### src/sleep_pkg.sv
// Functional notes
// (RULE_01) sleep entry clears watchdog; counts if enabled
// (RULE_02) entry clears power-down flag, sets expiry flag
// (RULE_03) cpu clock gated, slow oscillators keep running
// (RULE_04) io ports hold their pre-sleep drive
// (RULE_05) non-watchdog resets stay effective in sleep
// (RULE_06) wake on resets, watchdog, enabled interrupts
// (RULE_07) reset wakes reset device; others resume
// (RULE_08) wake needs source enable, ignores global enable
// (RULE_09) next instruction prefetched during sleep instruction
// (RULE_10) global enable picks inline or interrupt branch
// (RULE_11) interrupt routine starts at fixed vector
// (RULE_12) every wake clears the watchdog
// (RULE_13) pending interrupt makes sleep a no-op
// (RULE_14) late interrupt: sleep completes, wakes at once
// (RULE_15) crystal modes wait oscillator start-up delay
// (RULE_16) flags set regardless of any enable
// (RULE_17) collision flag bit 1, sticky until cleared
// (RULE_18) completion flag bit 0, sticky until cleared
// (RULE_19) flag register bits 7-6 read zero
// (RULE_20) watchdog resets device on missed clear
// (RULE_21) four watchdog modes: on, not-sleep, soft, off
// (RULE_22) watchdog expiry in sleep wakes, no reset
// (RULE_23) non-crystal clocks resume without start-up delay
package sleep_pkg;
  // register offsets
  localparam logic [3:0] OFF_FLAGS = 4'h0;
  localparam logic [3:0] OFF_PIE4 = 4'h1;
  localparam logic [3:0] OFF_STAT = 4'h2;
  localparam logic [3:0] OFF_WDTC = 4'h3;
  // field positions
  localparam int BIT_DONE = 0;
  localparam int BIT_COLL = 1;
  localparam int BIT_TO = 4;
  localparam int BIT_PWRDN = 3;
  localparam int BIT_SWEN = 0;
  localparam int PS_LO = 1;
  localparam int PS_HI = 5;
  // watchdog modes
  localparam logic [1:0] WDTE_ON = 2'h3;
  localparam logic [1:0] WDTE_NOSLP = 2'h2;
  localparam logic [1:0] WDTE_SW = 2'h1;
  // period select: 1:32 at code 0, up to code 12h
  localparam logic [4:0] WDTPS_RST = 5'h0b;
  localparam logic [4:0] WDTPS_MAX = 5'h12;
  localparam logic [4:0] WDT_BASE_SH = 5'h05;
  // oscillator modes that use a crystal
  localparam logic [2:0] OSC_XTAL_LOWP = 3'h0;
  localparam logic [2:0] OSC_XTAL_STD = 3'h1;
  localparam logic [2:0] OSC_XTAL_FAST = 3'h2;
  // start-up delay, in oscillator periods
  localparam logic [10:0] OST_LAST = 11'h3ff;
  localparam logic [15:0] ISR_VECTOR = 16'h0004;

  typedef enum logic [1:0] {ST_RUN, ST_SLEEP, ST_OST} st_t;

  // register bus request
  typedef struct packed {
    logic rd;
    logic wr;
    logic [3:0] addr;
    logic [7:0] wdata;
  } bus_req_t;

  // interrupt sources other than the second serial port
  typedef struct packed {
    logic ext_flag;
    logic ext_en;
    logic [7:0] per_flag;
    logic [7:0] per_en;
  } irq_in_t;

  // whole state of the controller
  typedef struct packed {
    st_t state;
    logic clrpin_s1, clrpin_s2;
    logic brown_s1, brown_s2;
    logic por_s1, por_s2;
    logic tick_s1, tick_s2, tick_s3;
    logic pwrdn_n, to_n;
    logic [1:0] sp2_flags, pie4;
    logic [4:0] period_sel;
    logic swdten;
    logic [23:0] wdt_cnt;
    logic [10:0] ost_cnt;
    logic by_irq;
    logic [7:0] rdata;
    logic reset_req, wake, isr_call, prefetch;
    logic [15:0] isr_addr;
  } ctl_t;

  // vector output stands at its fixed value from reset on
  localparam ctl_t CTL_RST = '{state: ST_RUN, clrpin_s1: 1'b1,
    clrpin_s2: 1'b1, pwrdn_n: 1'b1, to_n: 1'b1, period_sel: WDTPS_RST,
    isr_addr: ISR_VECTOR, default: '0};
endpackage : sleep_pkg

### src/sleep_wake_controller.sv
`timescale 1ns/1ns
module sleep_wake_controller
  import sleep_pkg::*;
(
  input wire logic clk,
  input wire logic rst_b,
  input wire logic clk_en,
  // core side, same clock
  input wire logic sleep_exec,
  input wire logic watchdog_clear_exec,
  input wire logic global_irq_enable,
  // configuration levels
  input wire logic [1:0] wdt_mode,
  input wire logic [2:0] osc_mode,
  input wire logic master_clear_enable,
  input wire logic brownout_enable,
  // asynchronous pins and analog events
  input wire logic master_clear_pin_n,
  input wire logic brownout_low,
  input wire logic por_event,
  input wire logic low_freq_tick,
  // wake sources
  input wire irq_in_t irq_in,
  input wire logic serial_port2_collision_evt,
  input wire logic serial_port2_done_evt,
  // register port
  input wire bus_req_t bus_req,
  output logic [7:0] rd_data,
  // control outputs
  output logic cpu_clk_en,
  output logic io_hold,
  output logic slow_osc_run,
  output logic device_reset_req,
  output logic wake_resume,
  output logic prefetch_next,
  output logic isr_call,
  output logic [15:0] isr_addr,
  output logic power_down_flag_n,
  output logic watchdog_expiry_flag_n
);

  ctl_t r; // registered state
  ctl_t n; // next state

  // decoded helpers
  logic pin_rst, brown_rst, por_rst, full_rst;
  logic irq_pend, tick_edge, wdt_on, wdt_exp, xtal;
  logic [4:0] sel_eff;
  logic [23:0] wdt_last;
  logic [7:0] rd_val;

  // reset sources, already through two flops each
  assign pin_rst = master_clear_enable && !r.clrpin_s2;
  assign brown_rst = brownout_enable && r.brown_s2;
  assign por_rst = r.por_s2;
  assign full_rst = pin_rst || brown_rst || por_rst; // [RULE_05]

  // any enabled source, global enable deliberately ignored
  assign irq_pend = (irq_in.ext_flag && irq_in.ext_en)
    || |(irq_in.per_flag & irq_in.per_en)
    || |(r.sp2_flags & r.pie4); // [RULE_08]

  // slow tick edge, read only past the second flop
  assign tick_edge = r.tick_s2 && !r.tick_s3;

  // watchdog enable per mode
  always_comb begin
    case (wdt_mode)
      WDTE_ON: wdt_on = 1'b1; // [RULE_21]
      WDTE_NOSLP: wdt_on = (r.state == ST_RUN); // [RULE_21]
      WDTE_SW: wdt_on = r.swdten; // [RULE_21]
      default: wdt_on = 1'b0; // [RULE_21]
    endcase
  end

  // reserved period codes fall back to the shortest
  assign sel_eff = (r.period_sel > WDTPS_MAX) ? '0 : r.period_sel;
  assign wdt_last = (24'h1 << (WDT_BASE_SH + sel_eff)) - 24'h1;
  // the start-up timer holds the count clear as well
  assign wdt_exp = wdt_on && tick_edge && (r.wdt_cnt == wdt_last)
    && (r.state != ST_OST); // [RULE_20]

  // crystal modes need the start-up wait
  assign xtal = (osc_mode == OSC_XTAL_LOWP) || (osc_mode == OSC_XTAL_STD)
    || (osc_mode == OSC_XTAL_FAST); // [RULE_15]

  // register read mux
  always_comb begin
    rd_val = '0;
    if (bus_req.addr == OFF_FLAGS) begin
      rd_val[1:0] = r.sp2_flags; // upper bits stay zero [RULE_19]
    end else if (bus_req.addr == OFF_PIE4) begin
      rd_val[1:0] = r.pie4;
    end else if (bus_req.addr == OFF_STAT) begin
      rd_val[BIT_TO] = r.to_n;
      rd_val[BIT_PWRDN] = r.pwrdn_n;
    end else if (bus_req.addr == OFF_WDTC) begin
      rd_val[PS_HI:PS_LO] = r.period_sel;
      rd_val[BIT_SWEN] = r.swdten;
    end
  end

  // all next-state logic
  always_comb begin
    n = r;
    // synchronisers
    n.clrpin_s1 = master_clear_pin_n;
    n.clrpin_s2 = r.clrpin_s1;
    n.brown_s1 = brownout_low;
    n.brown_s2 = r.brown_s1;
    n.por_s1 = por_event;
    n.por_s2 = r.por_s1;
    n.tick_s1 = low_freq_tick;
    n.tick_s2 = r.tick_s1;
    n.tick_s3 = r.tick_s2;
    // pulses last one cycle
    n.reset_req = 1'b0;
    n.wake = 1'b0;
    n.isr_call = 1'b0;
    n.prefetch = 1'b0;
    // read data stands for one cycle only
    n.rdata = bus_req.rd ? rd_val : '0;
    // register writes
    if (bus_req.wr) begin
      if (bus_req.addr == OFF_FLAGS) begin
        n.sp2_flags = bus_req.wdata[1:0];
      end else if (bus_req.addr == OFF_PIE4) begin
        n.pie4 = bus_req.wdata[1:0];
      end else if (bus_req.addr == OFF_WDTC) begin
        n.period_sel = bus_req.wdata[PS_HI:PS_LO];
        n.swdten = bus_req.wdata[BIT_SWEN];
      end
    end
    // events win over a same-cycle software clear
    if (serial_port2_collision_evt) begin
      n.sp2_flags[BIT_COLL] = 1'b1; // [RULE_16] [RULE_17]
    end
    if (serial_port2_done_evt) begin
      n.sp2_flags[BIT_DONE] = 1'b1; // [RULE_16] [RULE_18]
    end
    // watchdog counting on the slow tick
    if (!wdt_on || watchdog_clear_exec) begin
      n.wdt_cnt = '0;
    end else if (tick_edge) begin
      n.wdt_cnt = wdt_exp ? '0 : r.wdt_cnt + 24'h1;
    end
    // power state machine
    case (r.state)
      ST_RUN: begin
        if (wdt_exp) begin
          // awake expiry resets the device
          n.reset_req = 1'b1; // [RULE_20]
          n.to_n = 1'b0;
          n.pwrdn_n = 1'b1;
        end else if (sleep_exec && irq_pend) begin
          // sleep acts as a no-op, nothing touched [RULE_13]
          n.state = ST_RUN;
        end else if (sleep_exec) begin
          n.state = ST_SLEEP;
          n.pwrdn_n = 1'b0; // [RULE_02] [RULE_14]
          n.to_n = 1'b1; // [RULE_02] [RULE_14]
          n.wdt_cnt = '0; // [RULE_01]
          n.prefetch = 1'b1; // [RULE_09]
        end
      end
      ST_SLEEP: begin
        // an interrupt that landed late wakes at once
        if (irq_pend || wdt_exp) begin // [RULE_06] [RULE_14]
          n.wdt_cnt = '0; // [RULE_12]
          n.by_irq = irq_pend;
          if (wdt_exp) begin
            n.to_n = 1'b0; // no reset in sleep [RULE_22]
          end
          if (xtal) begin
            n.state = ST_OST; // [RULE_15]
            n.ost_cnt = '0;
          end else begin
            n.state = ST_RUN; // [RULE_23]
            n.wake = 1'b1; // [RULE_07]
            n.isr_call = irq_pend && global_irq_enable; // [RULE_10]
          end
        end
      end
      ST_OST: begin
        // count held clear until the oscillator is up
        n.wdt_cnt = '0; // [RULE_12]
        if (r.ost_cnt == OST_LAST) begin
          n.state = ST_RUN;
          n.wake = 1'b1; // [RULE_07] [RULE_15]
          n.isr_call = r.by_irq && global_irq_enable; // [RULE_10]
        end else begin
          n.ost_cnt = r.ost_cnt + 11'h1;
        end
      end
      default: n.state = ST_RUN;
    endcase
    n.isr_addr = ISR_VECTOR; // [RULE_11]
    // full resets win over everything, asleep or not
    if (full_rst) begin // [RULE_05] [RULE_07]
      n.state = ST_RUN;
      n.reset_req = 1'b1;
      n.wake = 1'b0;
      n.isr_call = 1'b0;
      n.prefetch = 1'b0;
      n.wdt_cnt = '0;
      n.ost_cnt = '0;
      n.by_irq = 1'b0;
      n.sp2_flags = '0;
      n.pie4 = '0;
      n.period_sel = WDTPS_RST;
      n.swdten = 1'b0;
      // pin reset leaves the status flags as they were
      if (brown_rst || por_rst) begin
        n.pwrdn_n = 1'b1;
        n.to_n = 1'b1;
      end
    end
  end

  // single state register, frozen while clk_en is low
  always_ff @(posedge clk or negedge rst_b) begin
    if (!rst_b) begin
      r <= CTL_RST;
    end else if (clk_en) begin
      r <= n;
    end
  end

  // outputs
  assign cpu_clk_en = (r.state == ST_RUN); // [RULE_03]
  assign io_hold = (r.state != ST_RUN); // [RULE_04]
  // slow oscillators, timer oscillator and adc rc never gated
  assign slow_osc_run = 1'b1; // [RULE_03]
  assign device_reset_req = r.reset_req;
  assign wake_resume = r.wake;
  assign prefetch_next = r.prefetch;
  assign isr_call = r.isr_call;
  assign isr_addr = r.isr_addr;
  assign power_down_flag_n = r.pwrdn_n;
  assign watchdog_expiry_flag_n = r.to_n;
  assign rd_data = r.rdata;
endmodule : sleep_wake_controller

### config.mk
export PLATFORM = sky130hd
export DESIGN_NAME = sleep_wake_controller
export DESIGN_NICKNAME = d
export VERILOG_FILES = /design/src/sleep_pkg.sv /design/src/sleep_wake_controller.sv
export SDC_FILE = /design/constraint.sdc
export NUM_CORES = 1
export LEC_CHECK = 0
export BUFFER_PORTS_ARGS = -buffer_cell sky130_fd_sc_hd__buf_2
export CORE_MARGIN = 2
export CORE_UTILIZATION = 46
export DETAILED_ROUTE_END_ITERATION = 7
export PLACE_DENSITY = 0.65
export SLEW_MARGIN = 20
export SYNTH_ARGS = -nofsm -noshare
export SYNTH_HDL_FRONTEND = slang
export SYNTH_SLANG_ARGS = --single-unit
### constraint.sdc
create_clock -name clk -period 4.9 [get_ports clk]
set_input_delay 0.49 -clock clk [delete_from_list [all_inputs] [get_ports clk]]
set_output_delay 0.49 -clock clk [all_outputs]
set_load 0.05 [all_outputs]
==> impl_metrics.json, run 1 <==
{
  "via_per_inst": 6.04,
  "synthArstFlopShare_pct": 100,
  "grt_max_degree": 43,
  "numCtsBuffers": 9,
  "grt_pass1_wl_mm": 22.0,
  "insertion_delay_ns": 0.37,
  "stdcell_count": 739,
  "min_period_ns": 3.65,
  "cp.required_ns": 5.14,
  "cts_sinks": 69,
  "syn2layout_area_growth_pct": 8.57,
  "grt_pass1_vias": 4451,
  "synthCells": 561,
  "port_buffers": 62,
  "synth_top_area_cell": "dfrtp_1",
  "cap_violations": 0,
  "ys_warn_count": 0,
  "placed_cell_area_um2": 5230,
  "fmax_mhz": 274,
  "finalPower_mw": 1.35,
  "setup_viol": 0,
  "post-cts-setup-buffer-count": 0,
  "yosysUniqueCellTypes": 82,
  "track_usage_pct": 23.7,
  "power_density_nw_per_um2": 247,
  "start_util_pct": 46.6,
  "wl_per_cell_um": 17.3,
  "overflow": 0,
  "finalSetupTns_ns": 0,
  "ys.flop_type": "dfrtp_1",
  "antenna_found_initial": 0,
  "worstSetupStartpointType": "flop",
  "num_vias": 4460,
  "avgSynthCellArea_um2": 8.93,
  "tritoncts": "done",
  "fillers": 1058,
  "relSlewSlack_pct": 42.2,
  "path_clk_slew_ns": 0.07,
  "critPathKind": "flop to flop",
  "ir_worst_vdd_uv": 196,
  "regToRegStartpoint": "r[69]$_DFFE_PN0P_",
  "synth_enable_flop_cells": 0,
  "dpl.hpwl_mm": 9.04,
  "ant_nets": 0,
  "crit_path_start": "r[69]$_DFFE_PN0P_",
  "regArea_um2": 1740,
  "wirelength_mm": 12.8,
  "ios": 84,
  "postCtsHoldBufs": 0,
  "cp.arrival_ns": 3.89,
  "netlist_top_cells_area": "dfrtp_1, buf_4, dfstp_2",
  "layout_common_cells": "dfrtp_1, buf_2, nand2_1, nor2_1, a21oi_1",
  "yosysSeqAreaShare_pct": 34.6,
  "placedCellCount": 722,
  "drc": 0,
  "hold_class": "input pin to async pin",
  "tightest_slew_ns": 0.859,
  "slew_violations": 0,
  "die-area_um2": 11700,
  "hold_viol": 0,
  "cts-root-buf": "clkbuf_8",
  "fin_worst_skew_ns": 0.00711,
  "synth_seq_cells": 69,
  "status": "completed",
  "synth.top_cell.area_share_pct": 31.0,
  "pre_cts_slack_ns": 1.32,
  "num_rows": 38,
  "final_cell_area_um2": 5440,
  "rsz0062_at_grt": "no",
  "crit_path_max_fanout": 24,
  "cts_resized": 0,
  "period_share_pct": 74.6,
  "syn_area_um2": 5010,
  "antennaDiodeCount": 0,
  "dr.pass1.iters": 4,
  "fp.dieH_um": 108,
  "finalNetCount": 652,
  "end_kind": "flop",
  "die_w_um": 108,
  "drt-initial-drc-count": 329,
  "final.setup.worst_slack_ns": 1.25,
  "clk_path_buf_depth": 2,
  "leakage_nw": 2.27,
  "fp.coreArea_um2": 10700,
  "cts_max_level": 3,
  "place_congestion": 0.900,
  "drive_above_1_share_pct": 19.9,
  "multi_input_area_um2": 2900
}
==> cells in the mapped netlist, types with 3 or more instances <==
cell,instances
dfrtp_1,62
nand2_1,38
nor2_1,33
buf_4,29
a21oi_1,28
o21ai_0,19
inv_1,18
nand3_1,18
o2bb2ai_1,18
clkbuf_1,17
nor3_1,16
xnor2_1,15
and3_1,13
o21a_1,13
buf_2,10
nand4_1,10
xor2_1,10
mux2_2,9
a31oi_1,8
nor4_1,8
a21o_1,7
dfstp_2,7
ha_1,7
nand2b_1,7
nor3b_1,7
o311ai_1,7
a22o_1,6
a22oi_1,6
and4_1,6
buf_1,6
o22a_1,6
o22ai_1,6
o31ai_1,6
mux2i_1,5
or4_1,5
a211o_1,4
nand3b_1,4
nand4b_1,4
o311ai_0,4
a211oi_1,3
o31a_1,3
or2_2,3
==> sequential cells by signal (all words and copies together), names as in the netlist <==
register                count
wake_resume                 1
watchdog_expiry_flag_n      1
device_reset_req            1
r                          51
isr_call                    1
prefetch_next               1
n                           5
rd_data                     6
por_rst                     1
power_down_flag_n           1
==> cell type report <==
| type | count | area share (%) |
|---|---|---|
| inverter | 19 | 1.31 |
| timing repair buffer | 68 | 6.67 |
| clock inverter | 5 | 0.920 |
| tap | 140 | 3.22 |
| multi-input combinational | 427 | 53.4 |
| clock buffer | 11 | 2.60 |
| sequential | 69 | 31.9 |
==> report_power, final <==
group | internal, mW | leakage, nW | switching (mW)
combinational | 0.0778 | 1.25 | 0.185
sequential | 0.593 | 0.915 | 0.0171
clock | 0.246 | 0.103 | 0.226
==> per-layer routing <==
| layer | vias up | share of wire, % | track usage (%) |
|---|---|---|---|
| li1 | 2121 | - | - |
| met1 | 2190 | 46 | 31.4 |
| met2 | 130 | 47 | 37.9 |
| met3 | 19 | 5.5 | 6.15 |
| met4 | 0 | 1.9 | 7.42 |
| met5 | - | 0 | 0 |
==> path summary, 6_finish.rpt <==
kind                                           to  depth (start not counted)  slack (ns)
max in group asynchronous       r[83]$_DFFE_PN1P_                          2        3.72
hold / removal                  r[62]$_DFFE_PN0P_                          1        0.16
hold reg to reg            rd_data[0]$_DFFE_PN0P_                          2        0.48
setup / recovery                r[62]$_DFFE_PN0P_                          9        1.25
setup reg to reg                r[62]$_DFFE_PN0P_                          9        1.25
min in group clk                r[67]$_DFFE_PN0P_                          3        0.33
==> critical path, stage by stage, from the launching register on <==
cell	delay, ns
dfrtp_1	0.87
nor3b_1	0.52
o21ai_0	0.24
xor2_1	0.18
o2111a_1	0.24
nand4_1	0.19
nor3b_4	0.54
buf_4	0.30
or2_1	0.31
o2bb2ai_1	0.13
==> logic make-up after synthesis <==
group	after synthesis	synth area share, %
compound gates	171	25.6
xor+xnor	25	4.37
fa+ha+maj	7	1.75
buf+inv	84	9.12
flops	69	34.6
mux	14	3.02
other cells	2	0.150
simple gates	189	21.4
==> stage by stage <==
step,hold slack [ns],util (%)
after floorplan,0.194,-
after global placement,0.465,48.7
after detailed placement,0.468,48.7
final,0.156,50.6
after global routing,0.189,50.6
after CTS,0.161,50.5
Power figures use the tool's default switching activity.
==> run 2: changes to the inputs <==
PLACE_DENSITY = 0.68   (was 0.65)
clock period = 3.2 ns   (was 4.9 ns; I/O delays follow)
==> impl_metrics.json, run 2 (same netlist as run 1, synthesis figures left out) <==
{
  "fillers": 1042,
  "critPathKind": "flop to flop",
  "overflow": 0,
  "dr.pass1.iters": 5,
  "syn2layout_area_growth_pct": 11.1,
  "start_util_pct": 46.6,
  "place_congestion": 0.957,
  "fp.coreArea_um2": 10700,
  "via_per_inst": 6.00,
  "antenna_found_initial": 0,
  "clk_path_buf_depth": 2,
  "grt_pass1_vias": 4291,
  "setup_viol": 0,
  "hold_viol": 0,
  "relSlewSlack_pct": 53.2,
  "multi_input_area_um2": 2910,
  "worstSetupStartpointType": "flop",
  "rr_worst_depth": 10,
  "fp.dieH_um": 108,
  "drive_above_1_share_pct": 21.1,
  "cp.arrival_ns": 3.19,
  "worst_r2r_endpoint": "r[55]$_DFFE_PN0P_",
  "regToRegStartpoint": "r[85]$_DFFE_PN0P_",
  "min_period_ns": 2.95,
  "sw_frac_of_total_pct": 30.0,
  "clock_power_share_pct": 39.2,
  "tightest_slew_ns": 0.695,
  "wl_per_cell_um": 16.8,
  "fmax_mhz": 339,
  "hold_path.startpoint": "bus_req[3]",
  "slew_violations": 0,
  "hold_class": "input pin to flop",
  "crit_path_max_fanout": 34,
  "p_int_mw": 1.55,
  "regArea_um2": 1740,
  "insertion_delay_ns": 0.36,
  "hold_path_end": "r[67]$_DFFE_PN0P_",
  "period_share_pct": 92.3,
  "grt_max_degree": 45,
  "path_clk_slew_ns": 0.08,
  "comb_power_share_pct": 18.6,
  "die_w_um": 108,
  "ir_worst_vdd_uv": 283,
  "rsz0062_at_grt": "no",
  "cp.required_ns": 3.44,
  "fin_worst_skew_ns": 0.0146,
  "cts_sinks": 69,
  "finalSetupTns_ns": 0,
  "num_rows": 38,
  "status": "completed",
  "leakage_nw": 2.32,
  "port_buffers": 62,
  "grt_pass1_wl_mm": 21.3,
  "antennaDiodeCount": 0,
  "largest_reg_flops": 51,
  "drc": 0,
  "finalNetCount": 661,
  "power.net_switching_uw": 663,
  "die-area_um2": 11700,
  "wirelength_mm": 12.6,
  "layout_common_cells": "dfrtp_1, buf_2, nand2_1, nor2_1, a21oi_1",
  "num_vias": 4489,
  "power_density_nw_per_um2": 398,
  "drt-initial-drc-count": 263,
  "min_path_cells": 3,
  "ios": 84,
  "crit_path_start": "r[85]$_DFFE_PN0P_",
  "r2r_setup_slack_ns": 0.25,
  "cap_violations": 0,
  "ant_nets": 0,
  "cts-root-buf": "clkbuf_8",
  "dpl.hpwl_mm": 9.04,
  "end_kind": "flop",
  "cts_max_level": 3,
  "regMostFlops": "r",
  "finalPower_mw": 2.21,
  "p_seq_share_pct": 42.2,
  "numCtsBuffers": 9,
  "tritoncts": "done",
  "track_usage_pct": 22.9
}
## run 2: changes by cell type in the layout (fill, tap and decap cells not counted), sizes merged
cell	previous run	this run
buf	68	76
bufinv	1	3
clkinv	4	2
clkbuf	11	10
clkinvlp	0	1
dlygate4sd3	0	1
## run 2: metal layers
layer,track usage (%),share of wire [%],wire length [µm]
met5,0,0,0
met4,7.05,1.8,227
met3,4.52,4.2,524
met2,36.7,48,6000
met1,31.3,46,5850
## run 2: metrics by stage
stage | hold WS, ns | util [%] | cells | instance area [µm²] | setup slack (ns)
final | 0.177 | 51.8 | 748 | 5570 | 0.247
after floorplan | 0.0244 | - | 580 | 5080 | 0.0390
after global routing | 0.178 | 51.8 | 748 | 5570 | 0.0293
after CTS | 0.159 | 51.8 | 748 | 5560 | 0.118
after global placement | 0.356 | 49.4 | 731 | 5310 | 0.262
after detailed placement | 0.362 | 49.4 | 731 | 5310 | 0.158
## run 2: cell type report
cell class | instances | area share [%]
multi-input combinational | 427 | 52.2
sequential | 69 | 31.2
timing repair buffer | 77 | 7.87
tap | 140 | 3.15
clock buffer | 10 | 2.29
clock inverter | 6 | 2.00
inverter | 19 | 1.28
## run 2: power by group through the flow
stage	clock, mW	sequential, mW	combinational, mW
6_report	0.868	0.934	0.412
5_1_grt	0.925	0.938	0.449
4_1_cts	0.889	0.933	0.409
3_5_place_dp	0	0.950	0.407
3_3_place_gp	0	0.948	0.401
2_1_floorplan	0	0.960	0.292
## run 2: repair_timing
| item | CTS | global route |
|---|---|---|
| gates resized for setup | 0 | 1 |
| setup buffers | 0 | 0 |
| setup endpoints to repair | 0 | 2 |
| hold endpoints to repair | 25 | 0 |
| hold buffers | 1 | 0 |
## run 2: worst max path at each step
stage | end | slack, ns | cells past startpoint
floorplan | r[53]$_DFFE_PN0P_ | 0.04 | 11
global placement | r[40]$_DFFE_PN0P_ | 0.26 | 9
detailed placement | r[40]$_DFFE_PN0P_ | 0.16 | 9
CTS | r[40]$_DFFE_PN0P_ | 0.12 | 9
global route | r[49]$_DFFE_PN0P_ | 0.03 | 9
finish | r[55]$_DFFE_PN0P_ | 0.25 | 10
## run 2: worst max-delay path, cell delays in order, from the launching register on
cell,delay [ns]
dfrtp_1,0.41
inv_1,0.12
ha_1,0.19
o21ai_0,0.15
or4_4,0.58
nor4_2,0.26
nand4_1,0.20
nor3b_4,0.25
buf_12,0.22
or2_1,0.31
o2bb2ai_1,0.12
